<file path="src/design/tsp_pkg.sv">
package tsp_pkg;
  // Word and field widths of the serial exchange.
  localparam int TSP_WORD_W = 16;
  localparam int TSP_TEMP_W = 11;
  localparam int TSP_CMD_W  = 8;
  // Clock counts inside one 32-clock exchange.
  localparam logic [4:0] TSP_TX_BITS  = 5'h0e;
  localparam logic [4:0] TSP_RX_START = 5'h10;
  localparam logic [4:0] TSP_LAST_CLK = 5'h1f;
  localparam logic [4:0] TSP_CNT_ZERO = 5'h00;
  // Command byte that selects shutdown.
  localparam logic [7:0] TSP_CMD_SHUTDOWN = 8'hff;
  // Fixed low fields of the two output words.
  localparam logic [2:0] TSP_TEMP_FILL = 3'h7;
  localparam logic [2:0] TSP_ID_FILL   = 3'h0;
  localparam logic [1:0] TSP_UNDRIVEN  = 2'h0;
  // Values after reset.
  localparam logic [10:0] TSP_TEMP_RESET     = 11'h000;
  localparam logic [7:0]  TSP_CMD_RESET      = 8'h00;
  localparam logic        TSP_SHUTDOWN_RESET = 1'b0;
  localparam logic [2:0]  TSP_PIN_RESET      = 3'h4;
  // Conversion period, in its own unit and in clock cycles.
  localparam int TSP_CLK_PERIOD_NS = 5;
  localparam int TSP_CONV_TIME_MS  = 210;
  localparam int TSP_CONV_CYCLES   =
    TSP_CONV_TIME_MS * 1000000 / TSP_CLK_PERIOD_NS;
  // Identification code; the value is arbitrary.
  localparam logic [10:0] TSP_ID_CODE_DEFAULT = 11'h2a5;

  // Builds the word that the transmit phase shifts out.
  function automatic logic [15:0] tsp_tx_word(
    input logic        shut,
    input logic [10:0] temp,
    input logic [10:0] id_code);
    if (shut)
      return {id_code, TSP_ID_FILL, TSP_UNDRIVEN};
    return {temp, TSP_TEMP_FILL, TSP_UNDRIVEN};
  endfunction
endpackage

</file>
<file path="src/design/tsp_link_if.sv">
`timescale 1ns/1ps
// Synchronised link levels and one-cycle edge events.
interface tsp_link_if;
  logic cs_low;
  logic cs_fall;
  logic cs_rise;
  logic sc_rise;
  logic sc_fall;
  logic sio_data;
  modport sync (output cs_low, cs_fall, cs_rise, sc_rise, sc_fall, sio_data);
  modport core (input cs_low, cs_fall, cs_rise, sc_rise, sc_fall, sio_data);
endinterface

</file>
<file path="src/design/tsp_conv_timer.sv">
`timescale 1ns/1ps
module tsp_conv_timer
#(
  parameter int CONV_CYCLES = tsp_pkg::TSP_CONV_CYCLES
)
(
  // Clock and reset.
  input  wire logic        clk,
  input  wire logic        sys_rst,
  // Run permission and converter code.
  input  wire logic        run_en,
  input  wire logic [10:0] temp_code,
  // Status and result.
  output logic             busy,
  output logic             done,
  output logic [10:0]      result
);
  import tsp_pkg::*;

  localparam int CW = $clog2(CONV_CYCLES + 1);
  localparam logic [CW-1:0] LAST = CW'(CONV_CYCLES - 1);

  typedef enum logic {TSP_IDLE, TSP_CONVERT} tsp_conv_state_t;

  typedef struct packed {
    tsp_conv_state_t st;
    logic [CW-1:0]   cnt;
    logic            done;
    logic [10:0]     result;
  } tsp_conv_t;

  tsp_conv_t s;
  tsp_conv_t next_s;

  // Idle restarts at once; losing run_en abandons the conversion.
  always_comb
  begin
    next_s      = s;
    next_s.done = 1'b0;
    unique case (s.st)
      TSP_IDLE:
      begin
        next_s.cnt = '0;
        if (run_en)
          next_s.st = TSP_CONVERT;
      end
      TSP_CONVERT:
      begin
        next_s.cnt = s.cnt + CW'(1);
        if (!run_en)
          next_s.st = TSP_IDLE;
        else if (s.cnt == LAST)
        begin
          next_s.st     = TSP_IDLE;
          next_s.done   = 1'b1;
          next_s.result = temp_code;
        end
      end
    endcase
  end

  always_ff @(posedge clk)
  begin
    if (sys_rst)
      s <= '{TSP_IDLE, '0, 1'b0, TSP_TEMP_RESET};
    else
      s <= next_s;
  end

  assign busy   = (s.st == TSP_CONVERT);
  assign done   = s.done;
  assign result = s.result;
endmodule // tsp_conv_timer

</file>
<file path="src/design/tsp_link_sync.sv">
`timescale 1ns/1ps
module tsp_link_sync
(
  // Clock and reset.
  input wire logic clk,
  input wire logic sys_rst,
  // Raw pins: chip select, serial clock, data.
  input wire logic cs_n_pin,
  input wire logic sc_pin,
  input wire logic sio_pin,
  // Synchronised view.
  tsp_link_if.sync lnk
);
  import tsp_pkg::*;

  // Bits are {cs_n, sc, sio}; meta is read only by stab.
  typedef struct packed {
    logic [2:0] meta;
    logic [2:0] stab;
    logic [2:0] prev;
  } tsp_sync_t;

  tsp_sync_t s;
  tsp_sync_t next_s;

  // Two flops per pin, a third to find edges.
  always_comb
  begin
    next_s      = s;
    next_s.meta = {cs_n_pin, sc_pin, sio_pin};
    next_s.stab = s.meta;
    next_s.prev = s.stab;
  end

  always_ff @(posedge clk)
  begin
    if (sys_rst)
    begin
      s <= '{TSP_PIN_RESET, TSP_PIN_RESET, TSP_PIN_RESET};
    end
    else
    begin
      s <= next_s;
    end
  end

  assign lnk.cs_low   = ~s.stab[2];
  assign lnk.cs_fall  = s.prev[2] & ~s.stab[2];
  assign lnk.cs_rise  = ~s.prev[2] & s.stab[2];
  assign lnk.sc_rise  = ~s.prev[1] & s.stab[1];
  assign lnk.sc_fall  = s.prev[1] & ~s.stab[1];
  assign lnk.sio_data = s.stab[0];
endmodule // tsp_link_sync

</file>
<file path="src/design/tsp_sensor_port.sv">
`timescale 1ns/1ps
////////////////////////////////////////////////////////////////////////////////
// Summary of operation
// - reset gives continuous conversion, not shutdown.
// - output invalid until first conversion completes.
// - drive on falling, sample on rising.
// - 32 clocks: 16 transmit, 16 receive.
// - data pin released while select high.
// - first bit driven at select fall.
// - release pin after fourteen bits.
// - select may rise early, no error.
// - new result loads only after select high.
// - decode last eight bits received.
// - all ones shuts down, any zero wakes.
// - temperature in bits 15..5, quarter degree.
// - bits 4..2 ones, bits 1..0 undriven.
// - most significant bit goes first.
// - shutdown returns identification word, port alive.
// - identification code, zeros, undriven low bits.
// - mode command low byte only, write-only.
// - three registers, no other readback path.
// - read any time, refresh, restart conversion (here a read never restarts it; conversion runs on regardless).
module tsp_sensor_port
#(
  parameter int          CONV_CYCLES = tsp_pkg::TSP_CONV_CYCLES,
  parameter logic [10:0] ID_CODE     = tsp_pkg::TSP_ID_CODE_DEFAULT
)
(
  // Clock and reset.
  input  wire logic        clk,
  input  wire logic        sys_rst,
  // Serial link pins.
  input  wire logic        cs_n_pin,
  input  wire logic        serial_clock_in,
  input  wire logic        sio_in,
  output logic             sio_out,
  output logic             sio_oe,
  // Converter code, same clock domain.
  input  wire logic [10:0] temp_code,
  // Status.
  output logic             shutdown,
  output logic             conv_valid,
  output logic             conv_busy
);
  import tsp_pkg::*;

  ////////////////////////////////////////////////////////////////////////////
  // Link synchroniser and conversion timer.

  tsp_link_if lnk ();

  // Every pin passes two flops before the core reads it.
  tsp_link_sync u_sync
  (
    .clk      (clk),
    .sys_rst  (sys_rst),
    .cs_n_pin (cs_n_pin),
    .sc_pin   (serial_clock_in),
    .sio_pin  (sio_in),
    .lnk      (lnk)
  );

  logic        conv_done;   // One-cycle completion pulse.
  logic [10:0] conv_result; // Code captured at completion.
  logic        run_en;      // Converter may run.

  // Conversions run only outside shutdown.
  assign run_en = ~shutdown;

  tsp_conv_timer #(.CONV_CYCLES(CONV_CYCLES)) u_conv
  (
    .clk       (clk),
    .sys_rst   (sys_rst),
    .run_en    (run_en),
    .temp_code (temp_code),
    .busy      (conv_busy),
    .done      (conv_done),
    .result    (conv_result)
  );

  ////////////////////////////////////////////////////////////////////////////
  // State of the port.

  // Only the result, the code word and the mode are held; the mode
  // can be written but never read back, and nothing else is exposed.
  typedef struct packed {
    logic [15:0] shift;      // Output shift register.
    logic [4:0]  fall_cnt;   // Falling edges in this exchange.
    logic [4:0]  rise_cnt;   // Rising edges in this exchange.
    logic [7:0]  cmd;        // Input shift register.
    logic        rx_seen;    // Receive bits since last decode.
    logic        shutdown;   // Mode control, decoded.
    logic [10:0] temp_q;     // Temperature result register.
    logic [10:0] pend;       // Result waiting for select high.
    logic        pend_valid; // A result is waiting.
    logic        conv_valid; // First conversion has finished.
  } tsp_port_t;

  tsp_port_t s;
  tsp_port_t next_s;

  ////////////////////////////////////////////////////////////////////////////
  // Next-state logic.

  // Edges count only while select is low, so stray clocks outside
  // an exchange do nothing. A falling edge counts only after a
  // rising one, which keeps a clock that idles high from shifting
  // the first bit away before the master has sampled it.
  always_comb
  begin
    next_s = s;

    // A finished conversion is parked; it never disturbs a word
    // already being shifted out.
    if (conv_done)
    begin
      next_s.pend       = conv_result;
      next_s.pend_valid = 1'b1;
      next_s.conv_valid = 1'b1;
    end

    // The result register refreshes only while select is high.
    if (!lnk.cs_low && next_s.pend_valid)
    begin
      next_s.temp_q     = next_s.pend;
      next_s.pend_valid = 1'b0;
    end

    if (lnk.cs_fall)
    begin
      // New exchange: load the word, start aligned.
      next_s.shift    = tsp_tx_word(s.shutdown, s.temp_q, ID_CODE);
      next_s.fall_cnt = TSP_CNT_ZERO;
      next_s.rise_cnt = TSP_CNT_ZERO;
      next_s.cmd      = TSP_CMD_RESET;
      next_s.rx_seen  = 1'b0;
    end
    else if (lnk.cs_low && lnk.sc_rise)
    begin
      // Input sampled on rising edges in clocks 17 to 32.
      if (s.rise_cnt >= TSP_RX_START)
      begin
        next_s.cmd     = {s.cmd[6:0], lnk.sio_data};
        next_s.rx_seen = 1'b1;
      end
      // Clock 32 closes the exchange; decode so that the next
      // transmit phase already reflects the new mode.
      if (s.rise_cnt == TSP_LAST_CLK)
      begin
        next_s.shutdown = (next_s.cmd == TSP_CMD_SHUTDOWN);
        next_s.rx_seen  = 1'b0;
      end
      next_s.rise_cnt = s.rise_cnt + 5'h01;
    end
    else if (lnk.cs_low && lnk.sc_fall && (s.rise_cnt != s.fall_cnt))
    begin
      next_s.fall_cnt = s.fall_cnt + 5'h01;
      // Wrap after 32 clocks starts the next transmit phase.
      if (next_s.fall_cnt == TSP_CNT_ZERO)
        next_s.shift = tsp_tx_word(s.shutdown, s.temp_q, ID_CODE);
      else
        next_s.shift = {s.shift[14:0], 1'b0};
    end
    else if (lnk.cs_rise && s.rx_seen)
    begin
      // Early end: the last eight bits taken decide the mode. A
      // select rise in the transmit phase has nothing to decode and
      // simply leaves the port idle, so truncation is harmless.
      next_s.shutdown = (s.cmd == TSP_CMD_SHUTDOWN);
      next_s.rx_seen  = 1'b0;
    end
  end

  ////////////////////////////////////////////////////////////////////////////
  // Registers.

  // Reset puts the port in continuous conversion with a cleared
  // result, so the first word out holds no real temperature.
  always_ff @(posedge clk)
  begin
    if (sys_rst)
    begin
      s.shift      <= '0;
      s.fall_cnt   <= TSP_CNT_ZERO;
      s.rise_cnt   <= TSP_CNT_ZERO;
      s.cmd        <= TSP_CMD_RESET;
      s.rx_seen    <= 1'b0;
      s.shutdown   <= TSP_SHUTDOWN_RESET;
      s.temp_q     <= TSP_TEMP_RESET;
      s.pend       <= TSP_TEMP_RESET;
      s.pend_valid <= 1'b0;
      s.conv_valid <= 1'b0;
    end
    else
    begin
      s <= next_s;
    end
  end

  ////////////////////////////////////////////////////////////////////////////
  // Outputs.

  // Data from the shift register; the enable covers the first
  // fourteen bit slots of each transmit phase only. The cs_fall
  // term hides the stale count for the one cycle before reload.
  assign sio_out    = s.shift[15];
  assign sio_oe     = lnk.cs_low & ~lnk.cs_fall
                    & (s.fall_cnt < TSP_TX_BITS);
  assign shutdown   = s.shutdown;
  assign conv_valid = s.conv_valid;
endmodule // tsp_sensor_port

</file>
<file path="config.mk">
export PLATFORM = sky130hd
export DESIGN_NAME = tsp_sensor_port
export DESIGN_NICKNAME = d
export VERILOG_FILES = /design/src/design/tsp_pkg.sv /design/src/design/tsp_link_if.sv /design/src/design/tsp_conv_timer.sv /design/src/design/tsp_link_sync.sv /design/src/design/tsp_sensor_port.sv
export SDC_FILE = /design/constraint.sdc
export NUM_CORES = 1
export LEC_CHECK = 0
export BUFFER_PORTS_ARGS = -buffer_cell sky130_fd_sc_hd__buf_4
export CAP_MARGIN = 0
export CORE_MARGIN = 2
export CORE_UTILIZATION = 55
export CTS_CLUSTER_SIZE = 40
export DETAILED_ROUTE_END_ITERATION = 16
export PLACE_DENSITY = 0.73
export SLEW_MARGIN = 5
export SYNTH_ARGS = -nofsm -noshare
export SYNTH_HDL_FRONTEND = slang
export SYNTH_SLANG_ARGS = --single-unit
</file>
<file path="constraint.sdc">
create_clock -name clk -period 2.53 [get_ports clk]
set_input_delay 0.1265 -clock clk [delete_from_list [all_inputs] [get_ports clk]]
set_output_delay 0.1265 -clock clk [all_outputs]
set_load 0.05 [all_outputs]
</file>
==> qor.txt, run 1 <==
outcome: complete, no violations
register area share after synthesis: 47.53%
Psw: 674.2 µW
Setup Crit Path Kind: reg2reg
NumNets Final: 530
synthesized area: 4464 µm²
final setup violation count: 0
IO buf count: 20
deepest clock path buffer count: 2
die height: 94.10 µm
H-Tree Depth: 3
Worst path slowest cell: or4_1
Clk pin slew, worst setup/hold paths: 0.11 ns
Final Power: 2.782 mW
crit share post-route: 78.83%
Total Routed Length: 8255 µm
critical path startpoint category: register
I/O pin total: 21
most common cell after layout, fill and taps aside: dfxtp_1
endpoint class of the critical path: register
total die area: 8854 µm²
critical path fanouts, max: 5
share of cells above drive strength 1: 12.11%
Synth Area per Inst: 9.224 µm²
final setup TNS: 0 ns
largest net degree at the start of global routing: 33
CP required: 2.84 ns
Worst Tran Pin Value: 0.6704 ns
Crit path largest cell delay: 0.49 ns
drt first pass iters: 4
fin. max-slew vios: 0
Internal: 2.107 mW
Final min period: 1.994 ns
CTS root buf: clkbuf_8
vias in the first global route: 3286
worst-path cell chain: ha_1 -> and3_1 -> ha_1 -> inv_1 -> o21ai_0 -> a32oi_1 -> or4_1 -> a21oi_1
DRC viols: 0
RSZ-0062 raised after global routing: false
Ys Warns: 0
synthesized net count: 507
Async SR Flop Fraction: 0%
Iter 0 DRT Violations: 189
Pleak: 1.786 nW
core area: 7807 µm²
fill cell count: 655
Final GP Congestion: 0.9095
first-pass GRT wire length: 14530 µm
Rows: 32
Seq pwr share: 60.6%
DP Wirelength: 5430 µm
final hold violation count: 0
worst rel slew slack: 55.31%
clk_lat worst skew: 0.38 ns
post-synthesis register bit count: 106
Critical Path Most Common Cell: ha_1
switching share of power: 24.24%
worst hold path type: in2reg
commonest non-fill, non-tap cells in the layout: dfxtp_1 (106), nor2_1 (78), nand2_1 (35)
via/cell ratio: 5.371
library cells used by synthesis: 47
Syn Inst Count: 484
Comb pwr share: 3.6%
top_reg_cell synth: dfxtp_1
grt ovf: 0
GRT Overall Usage: 20.53%
via count: 3298
Worst Skew: 0.01071 ns
CTS tree: yes
clock buffer count from CTS: 9
Power Density: 559.9 nW/µm²
CP arrival: 2.30 ns
Die Wd: 94.10 µm
clock share of power: 35.8%
FMAX: 0.5014 GHz
number of post-CTS setup repair buffers: 0
starting density of the core: 57.18%
CTS sink count: 106
Layout area overhead: 11.29%
Max rail drop VDD: 0.0003807 V
max-cap violation count: 0
Antenna diodes: 0
initial antenna violation count: 0
EDFF count, synth: 0
Antenna Violating Nets Remaining: 0
drt wl/cell: 13.44 µm
-- flip-flops by register name, indices dropped and copies added (netlist names), 2 cells and up --
register,count
u_conv.s,26
u_conv.result,11
u_sync.s,2
s,56
u_sync.next_s,5
-- per-stage QoR --
step                      hold slack [ns]  worst slack, ns  instance area (µm²)  utilization (%)  cells
after floorplan                    0.2303          0.06510                 4466                -    484
after global placement             0.3107           0.6434                 4644            59.49    584
after detailed placement           0.3241           0.5674                 4644            59.49    584
after CTS                          0.1202           0.5413                 4969            63.64    614
after global routing               0.1468           0.2971                 4969            63.64    614
final                              0.1364           0.5356                 4969            63.64    614
-- cells by family after synthesis --
logic type / Yosys count / share of synthesized area (%)
buf+inv: 38 / 4.512
flops: 106 / 47.53
mux: 24 / 5.381
xor+xnor: 36 / 7.567
fa+ha+maj: 7 / 1.962
simple gates: 201 / 22.06
compound gates: 72 / 10.99
-- cells in the mapped netlist, types with 3 or more instances --
cell type  instances  area (µm²)
dfxtp_1          106        2122
nor2_1            78       292.8
nand2_1           35       131.4
xor2_1            27       236.5
mux2i_1           24       240.2
a21oi_1           21       105.1
clkbuf_1          18       67.56
nand3_1           16       80.08
and3_1            13       81.33
nand4_1           13       81.33
a32oi_1           12       105.1
a211oi_1          11       82.58
or2_2              9       56.30
and2_1             7       43.79
ha_1               7       87.58
inv_1              7       26.28
nor2b_1            7       43.79
o211ai_1           6       45.04
o22ai_1            6       37.54
xnor2_1            6       52.55
a31oi_1            5       31.28
and4_1             5       43.79
buf_2              5       25.02
nand2b_1           4       25.02
o21ai_0            4       20.02
buf_4              3       22.52
buf_6              3       33.78
nor3_1             3       15.01
nor4_1             3       18.77
xnor2_2            3       48.80
-- power by group through the flow --
stage / registers [mW] / logic [mW] / clock network [mW]
floorplan: 1.72 / 0.0514 / 0
global placement: 1.72 / 0.0807 / 0
detailed placement: 1.72 / 0.0823 / 0
CTS: 1.69 / 0.0993 / 1.02
global route: 1.69 / 0.109 / 1.08
finish: 1.69 / 0.0997 / 0.996
-- path summary, 6_finish.rpt --
path	endpoint	slack, ns	from	cells after the start
worst max-delay path	shutdown$_SDFFE_PP0P_	0.54	s[34]$_SDFFE_PP0P_	8
worst min-delay path	u_conv.result[1]$_SDFFE_PP0P_	0.14	sys_rst	2
worst max register to register	shutdown$_SDFFE_PP0P_	0.54	s[34]$_SDFFE_PP0P_	8
worst min register to register	u_sync.next_s[2]$_SDFF_PP1_	0.44	u_sync.next_s[5]$_SDFF_PP1_	1
-- repair_timing --
item	CTS	global route
gates resized for setup	0	0
endpoints found under the hold margin	14	0
hold buffers	14	0
-- worst max-delay path: cells and delay by family (launching register included) --
kind	cells	cell delay, ns
buffers and inverters	1	0.05
AOI/OAI and AO/OA	3	0.34
adders and majority gates	2	0.41
and+or+nand+nor	2	0.66
DFF	1	0.47
-- cell type report --
type	count	area [µm²]	area share, %
Clock buffer	10	127.6	2.569
Clock inverter	6	56.30	1.133
Inverter	7	26.28	0.5288
Multi-Input combinational cell	340	2151	43.29
Sequential cell	106	2122	42.71
Tap cell	102	127.6	2.569
Timing Repair Buffer	43	357.8	7.202
-- routing by layer --
metal	global-route usage [%]	up-vias	share of wire (%)
met1	24.58	1519	48
li1	-	1728	-
met5	0	-	0
met2	36.55	41	48
met3	4.414	10	2.6
met4	6.522	0	1.5
(Power assumes the default switching activity.)
==> run 2, diff against run 1 <==
--- a/config.mk
+++ b/config.mk
@@ -5,13 +5,14 @@
 export SDC_FILE = /design/constraint.sdc
 export NUM_CORES = 1
 export LEC_CHECK = 0
+export ABC_AREA = 1
 export BUFFER_PORTS_ARGS = -buffer_cell sky130_fd_sc_hd__buf_4
 export CAP_MARGIN = 0
 export CORE_MARGIN = 2
 export CORE_UTILIZATION = 55
 export CTS_CLUSTER_SIZE = 40
 export DETAILED_ROUTE_END_ITERATION = 16
-export PLACE_DENSITY = 0.73
+export PLACE_DENSITY = 0.75
 export SLEW_MARGIN = 5
 export SYNTH_ARGS = -nofsm -noshare
 export SYNTH_HDL_FRONTEND = slang
==> constraint.sdc (replaced) <==
create_clock -name clk -period 1.73 [get_ports clk]
set_input_delay 0.0865 -clock clk [delete_from_list [all_inputs] [get_ports clk]]
set_output_delay 0.0865 -clock clk [all_outputs]
set_load 0.05 [all_outputs]
==> run 2 against run 1 <==
Clock-buffer cell count did not move. Global-route usage rose by 2.2 points. Sequential cell count did not move. Final cell count rose by 45%. Largest cell class unchanged. Worst hold slack got worse by 0.082 ns. Wire length rose by 36%. Synthesized area rose by 13%. Largest power group unchanged. Highest routed layer unchanged. Die area rose by 12%.
==> qor.txt, run 2 <==
outcome: complete, no violations
clk_lat worst skew: 0.36 ns
final hold violation count: 0
drt wl/cell: 12.60 µm
Total Routed Length: 11210 µm
Die Wd: 99.60 µm
Final GP Congestion: 0.8854
clock buffer count from CTS: 9
DP Wirelength: 7411 µm
wire length on met1: 5267 µm
final setup violation count: 0
max reg flops: 56
worst hold path type: in2reg
EDFF count, synth: 0
die height: 99.60 µm
Yosys top cell area share: 42.22%
main combinational cell family by area after synthesis: simple AND/OR/NAND/NOR gates
hold slack: 0.05476 ns
Synth area leaders: dfxtp_1 (42%), nand2_1 (11%), nor2_1 (9.0%)
drt first pass iters: 4
GRT Overall Usage: 22.75%
first-pass GRT wire length: 18730 µm
Worst path slowest cell: dfxtp_2
worst rel slew slack: 67.06%
crit share post-route: 94.98%
adder-cell area share of the yosys netlist: 1.743%
CTS root buf: clkbuf_8
Power Density: 700.1 nW/µm²
Ys Warns: 0
CTS sink count: 106
Synth Area per Inst: 6.829 µm²
Synth Area in Simple Gates: 33.43%
DP Area: 5315 µm²
IO buf count: 20
Compound-Gate Fraction of Synth Area: 12.37%
final setup TNS: 0 ns
synthesized area: 5026 µm²
core area: 8806 µm²
grt ovf: 0
via count: 4681
CTS tree: yes
library cells used by synthesis: 33
post-synth top area cell: dfxtp_1
Clk pin slew, worst setup/hold paths: 0.11 ns
mux cell area share after synthesis: 0%
Rows: 34
met3 WL post-DR: 605 µm
highest metal used: met4
DRC viols: 0
fin. max-slew vios: 0
via/cell ratio: 5.260
FMAX: 0.6086 GHz
max-cap violation count: 0
Antenna Violating Nets Remaining: 0
xor/xnor share of the synthesized area: 0.5228%
vias in the first global route: 4249
total die area: 9919 µm²
endpoint class of the critical path: register
Max rail drop VDD: 0.0005006 V
initial antenna violation count: 0
Sequential Area: 2136 µm²
CP required: 2.00 ns
met2 WL: 5256 µm
Iter 0 DRT Violations: 210
critical path fanouts, max: 6
Antenna diodes: 0
fill cell count: 760
critical path startpoint category: register
NumNets Final: 801
worst-path cell chain: ha_4 -> nand2_2 -> nor2_4 -> nand2_2 -> nor2_4 -> inv_2 -> nor2_4 -> buf_12 -> nand3_4 -> o21ai_1 -> nor2_1
deepest clock path buffer count: 2
Setup Crit Path Kind: reg2reg
register area share after synthesis: 42.22%
largest net degree at the start of global routing: 34
Most flops, register: s
most common cell after layout, fill and taps aside: nand2_1
starting density of the core: 57.08%
Worst Skew: 0.01382 ns
Worst Tran Pin Value: 0.4936 ns
Async SR Flop Fraction: 0%
top-count cell post-synth: nand2_1
Final Power: 4.078 mW
CP arrival: 1.91 ns
design area: 5824 µm²
Final min period: 1.643 ns
top cells by count, synth: nand2_1 (142), nor2_1 (120), dfxtp_1 (106)
Layout area overhead: 15.88%
area of the multi-input gates: 2555 µm²
I/O pin total: 21
Critical Path Most Common Cell: nor2_4
Pleak: 2.190 nW
post-synthesis register bit count: 106
share of cells above drive strength 1: 15.47%
commonest non-fill, non-tap cells in the layout: nand2_1 (140), nor2_1 (118), dfxtp_1 (97)
Syn Inst Count: 736
top_reg_cell synth: dfxtp_1
H-Tree Depth: 3
Crit path largest cell delay: 0.38 ns
synthesized net count: 759
## run 2: cell types whose count changed in the layout (fill, tap and decap cells not counted), moves of 25 or more
cell     delta
a21oi_1    +27
nor2_1     +40
inv_1      +77
nand3_1    +37
o21ai_0    +26
nand2_1   +105
xor2_1     -25
## run 2: final timing paths
kind,endpoint,slack [ns],cells past startpoint,start
setup / recovery,u_conv.result[8]$_SDFFE_PP0P_,0.09,11,u_conv.s[12]$_SDFF_PP0_
hold / removal,s[48]$_SDFFE_PP0P_,0.05,2,sys_rst
setup reg to reg,u_conv.result[8]$_SDFFE_PP0P_,0.09,11,u_conv.s[12]$_SDFF_PP0_
hold reg to reg,u_sync.lnk.sio_data$_SDFF_PP0_,0.41,2,u_sync.next_s[3]$_SDFF_PP0_
## run 2: power breakdown
part | switching [mW] | total, mW | internal, mW
Sequential | 0.0108 | 2.47 | 2.46
Clock | 0.881 | 1.42 | 0.544
Combinational | 0.107 | 0.187 | 0.0794
Total | 0.999 | 4.08 | 3.08
## run 2: logic make-up after synthesis
kind of cell	after synthesis
AND/OR/NAND/NOR	381
buffers and inverters	122
AO/OA/AOI/OAI	117
flip-flops	106
adder cells (fa/ha/maj)	7
XOR/XNOR	3
## run 2: per-stage QoR
step | utilization [%] | cells | setup slack, ns
final | 66.14 | 890 | 0.08679
after global routing | 66.14 | 890 | -0.03102
after CTS | 64.17 | 884 | 0.01129
after detailed placement | 60.36 | 854 | -0.01747
after global placement | 60.36 | 854 | 0.01677
after floorplan | - | 736 | 0.06284
## run 2: area by class of cell
type | count | share of cell area (%)
Sequential cell | 106 | 36.67
Multi-Input combinational cell | 511 | 43.87
Clock inverter | 5 | 0.7734
Timing Repair Buffer | 57 | 8.185
Tap cell | 108 | 2.320
Inverter | 93 | 5.994
Clock buffer | 10 | 2.191
## run 2: repair_timing
action | 4_1_cts | 5_1_grt
gates resized for setup | 3 | 33
pin swaps | 1 | 13
hold endpoints to repair | 14 | 0
cloned | 1 | 3
setup buffers | 0 | 3
setup endpoints to repair | 20 | 34
hold buffers | 14 | 0
## run 2: layer usage
| layer | vias up | GRT usage [%] |
|---|---|---|
| met1 | 2117 | 30.56 |
| met2 | 121 | 37.21 |
| met3 | 6 | 5.481 |
| met5 | - | 0 |
| met4 | 0 | 5.374 |
| li1 | 2437 | - |
## run 2: critical path, delay by kind of cell (launching register included)
| family | cells | cell delay (ns) |
|---|---|---|
| AO/OA/AOI/OAI | 1 | 0.18 |
| adder cells (fa/ha/maj) | 1 | 0.14 |
| buffers and inverters | 2 | 0.20 |
| flip-flops | 1 | 0.38 |
| AND/OR/NAND/NOR | 7 | 0.67 |
==> run 3, diff against run 2 <==
--- a/config.mk
+++ b/config.mk
@@ -12,6 +12,7 @@
 export CORE_UTILIZATION = 55
 export CTS_CLUSTER_SIZE = 40
 export DETAILED_ROUTE_END_ITERATION = 16
+export MAX_ROUTING_LAYER = met4
 export PLACE_DENSITY = 0.75
 export SLEW_MARGIN = 5
 export SYNTH_ARGS = -nofsm -noshare
==> run 3 against run 2 <==
Sequential share of layout area fell by 0.37 points. Combinational power is 3% lower. Fmax fell by 0.52%. First-iteration DRC count rose by 4.3%. Critical path depth unchanged. Highest routed layer unchanged. Largest power group unchanged.
==> qor.txt, run 3 (synthesis results as in run 2) <==
outcome: complete, no violations
RSZ-0062 raised after global routing: true
worst rel slew slack: 66.63%
Total Routed Length: 11330 µm
Most flops, register: s
DP Wirelength: 7483 µm
total die area: 9919 µm²
core area: 8806 µm²
Antenna diodes: 0
GRT Overall Usage: 23.60%
IO buf count: 20
max-cap violation count: 0
Pleak: 2.261 nW
final setup TNS: 0 ns
via count: 4688
drt wl/cell: 12.64 µm
Iter 0 DRT Violations: 219
FMAX: 0.6054 GHz
drt first pass iters: 5
initial antenna violation count: 0
final setup violation count: 0
CP arrival: 1.94 ns
H-Tree Depth: 3
DRC viols: 0
grt ovf: 0
clk_lat worst skew: 0.38 ns
vias in the first global route: 4289
Antenna Violating Nets Remaining: 0
Clk pin slew, worst setup/hold paths: 0.11 ns
NumNets Final: 806
hold slack: 0.06901 ns
Layout area overhead: 16.73%
Worst Skew: 0.01187 ns
I/O pin total: 21
Rows: 34
reg2reg setup slack: 0.08 ns
final hold violation count: 0
max reg flops: 56
number of cells on the worst reg-to-reg path: 11
CTS root buf: clkbuf_8
Power Density: 707.1 nW/µm²
critical path fanouts, max: 6
Hold EP: u_sync.lnk.sio_data$_SDFF_PP0_
worst hold path type: in2reg
CTS tree: yes
Worst Tran Pin Value: 0.4967 ns
endpoint class of the critical path: register
first-pass GRT wire length: 18710 µm
starting density of the core: 57.08%
share of cells above drive strength 1: 15.36%
fin. max-slew vios: 0
critical path startpoint category: register
CTS sink count: 106
via/cell ratio: 5.232
r2r startpoint: u_conv.s[12]$_SDFF_PP0_
deepest clock path buffer count: 2
commonest non-fill, non-tap cells in the layout: nand2_1 (140), nor2_1 (119), dfxtp_1 (100)
Final min period: 1.652 ns
fin cells: 896
WHS Path Cells: 2
Die Wd: 99.60 µm
Setup Crit Path Kind: reg2reg
most common cell after layout, fill and taps aside: nand2_1
worst hold start: sys_rst
die height: 99.60 µm
Max rail drop VDD: 0.0004148 V
crit share post-route: 95.48%
largest net degree at the start of global routing: 26
CP required: 2.02 ns
Final GP Congestion: 0.8991
clock buffer count from CTS: 9
placed insts: 855
r2r endpoint: u_conv.result[9]$_SDFFE_PP0P_
==> run 3: cell count changes in the layout (fill, tap and decap cells not counted), moves of 2 or more <==
cell and delta:
a21oi_2 -2, clkinv_4 +3, dfxtp_2 -2, ha_1 +2
buf_4 +5, a21oi_1 +2, nor3_2 -2, dfxtp_1 +3
o21ai_1 -3, o21ai_2 +2, ha_2 -2
==> run 3: area by class of cell <==
type / count / area, µm²
Tap cell: 108 / 135.1
Multi-Input combinational cell: 511 / 2544
Clock buffer: 9 / 123.9
Fill cell: 759 / 2939
Sequential cell: 106 / 2130
Clock inverter: 7 / 71.32
Inverter: 93 / 349.1
Timing Repair Buffer: 62 / 514.2
==> run 3: repair_timing <==
action	4_1_cts	5_1_grt
gates resized for setup	3	24
endpoints found under the setup margin	13	29
hold buffers	14	0
endpoints found under the hold margin	14	0
setup buffers	0	7
gates cloned	1	3
pin swaps	1	9
==> run 3: worst max-delay path, cell delays in order (launching register included) <==
cell and delay (ns):
dfxtp_2 0.38, ha_4 0.14, nand2_2 0.07, nor2_4 0.12, nand2_2 0.08, nor2_4 0.09
inv_2 0.05, nor2_4 0.13, buf_4 0.14, nand3_4 0.11, o21ai_1 0.18, nor2_1 0.06
==> run 3: how the worst max path moves through the flow <==
stage / start / to / slack, ns / depth (start not counted)
after CTS: u_conv.s[12]$_SDFF_PP0_ / u_conv.result[1]$_SDFFE_PP0P_ / 0.03 / 11
final: u_conv.s[12]$_SDFF_PP0_ / u_conv.result[9]$_SDFFE_PP0P_ / 0.08 / 11
after global routing: u_conv.s[18]$_SDFF_PP0_ / u_conv.result[9]$_SDFFE_PP0P_ / -0.04 / 8
after global placement: u_conv.s[12]$_SDFF_PP0_ / u_conv.result[1]$_SDFFE_PP0P_ / 0.06 / 10
after detailed placement: u_conv.s[12]$_SDFF_PP0_ / u_conv.result[7]$_SDFFE_PP0P_ / -0.03 / 10
after floorplan: u_conv.busy$_SDFF_PP0_ / u_conv.result[0]$_SDFFE_PP0P_ / 0.06 / 8
==> run 3: metal layers <==
metal | share of wire, % | vias to the layer above | track usage, % | routed length, µm
met2 | 48 | 98 | 38.88 | 5454
li1 | - | 2453 | - | -
met4 | 1.8 | 0 | 9.273 | 203
met1 | 47 | 2118 | 29.53 | 5322
met5 | 0 | - | - | 0
met3 | 3.1 | 19 | 3.092 | 348
==> run 3: power breakdown <==
part,internal [mW],switching [mW],total [mW],leakage [nW]
clock,0.564,0.935,1.50,0.0991
sequential,2.46,0.0102,2.47,0.859
combinational,0.0796,0.103,0.182,1.30
total,3.10,1.05,4.15,2.26
==> run 3: stage by stage <==
step	cell area (µm²)	setup WS [ns]	util, %	power [mW]
3_5_place_dp	5323	-0.03494	60.44	2.675
5_1_grt	5867	-0.04025	66.62	4.303
6_report	5867	0.07820	66.62	4.148
4_1_cts	5683	0.03199	64.54	4.180
2_1_floorplan	5026	0.06284	-	2.616
3_3_place_gp	5323	0.06104	60.44	2.671
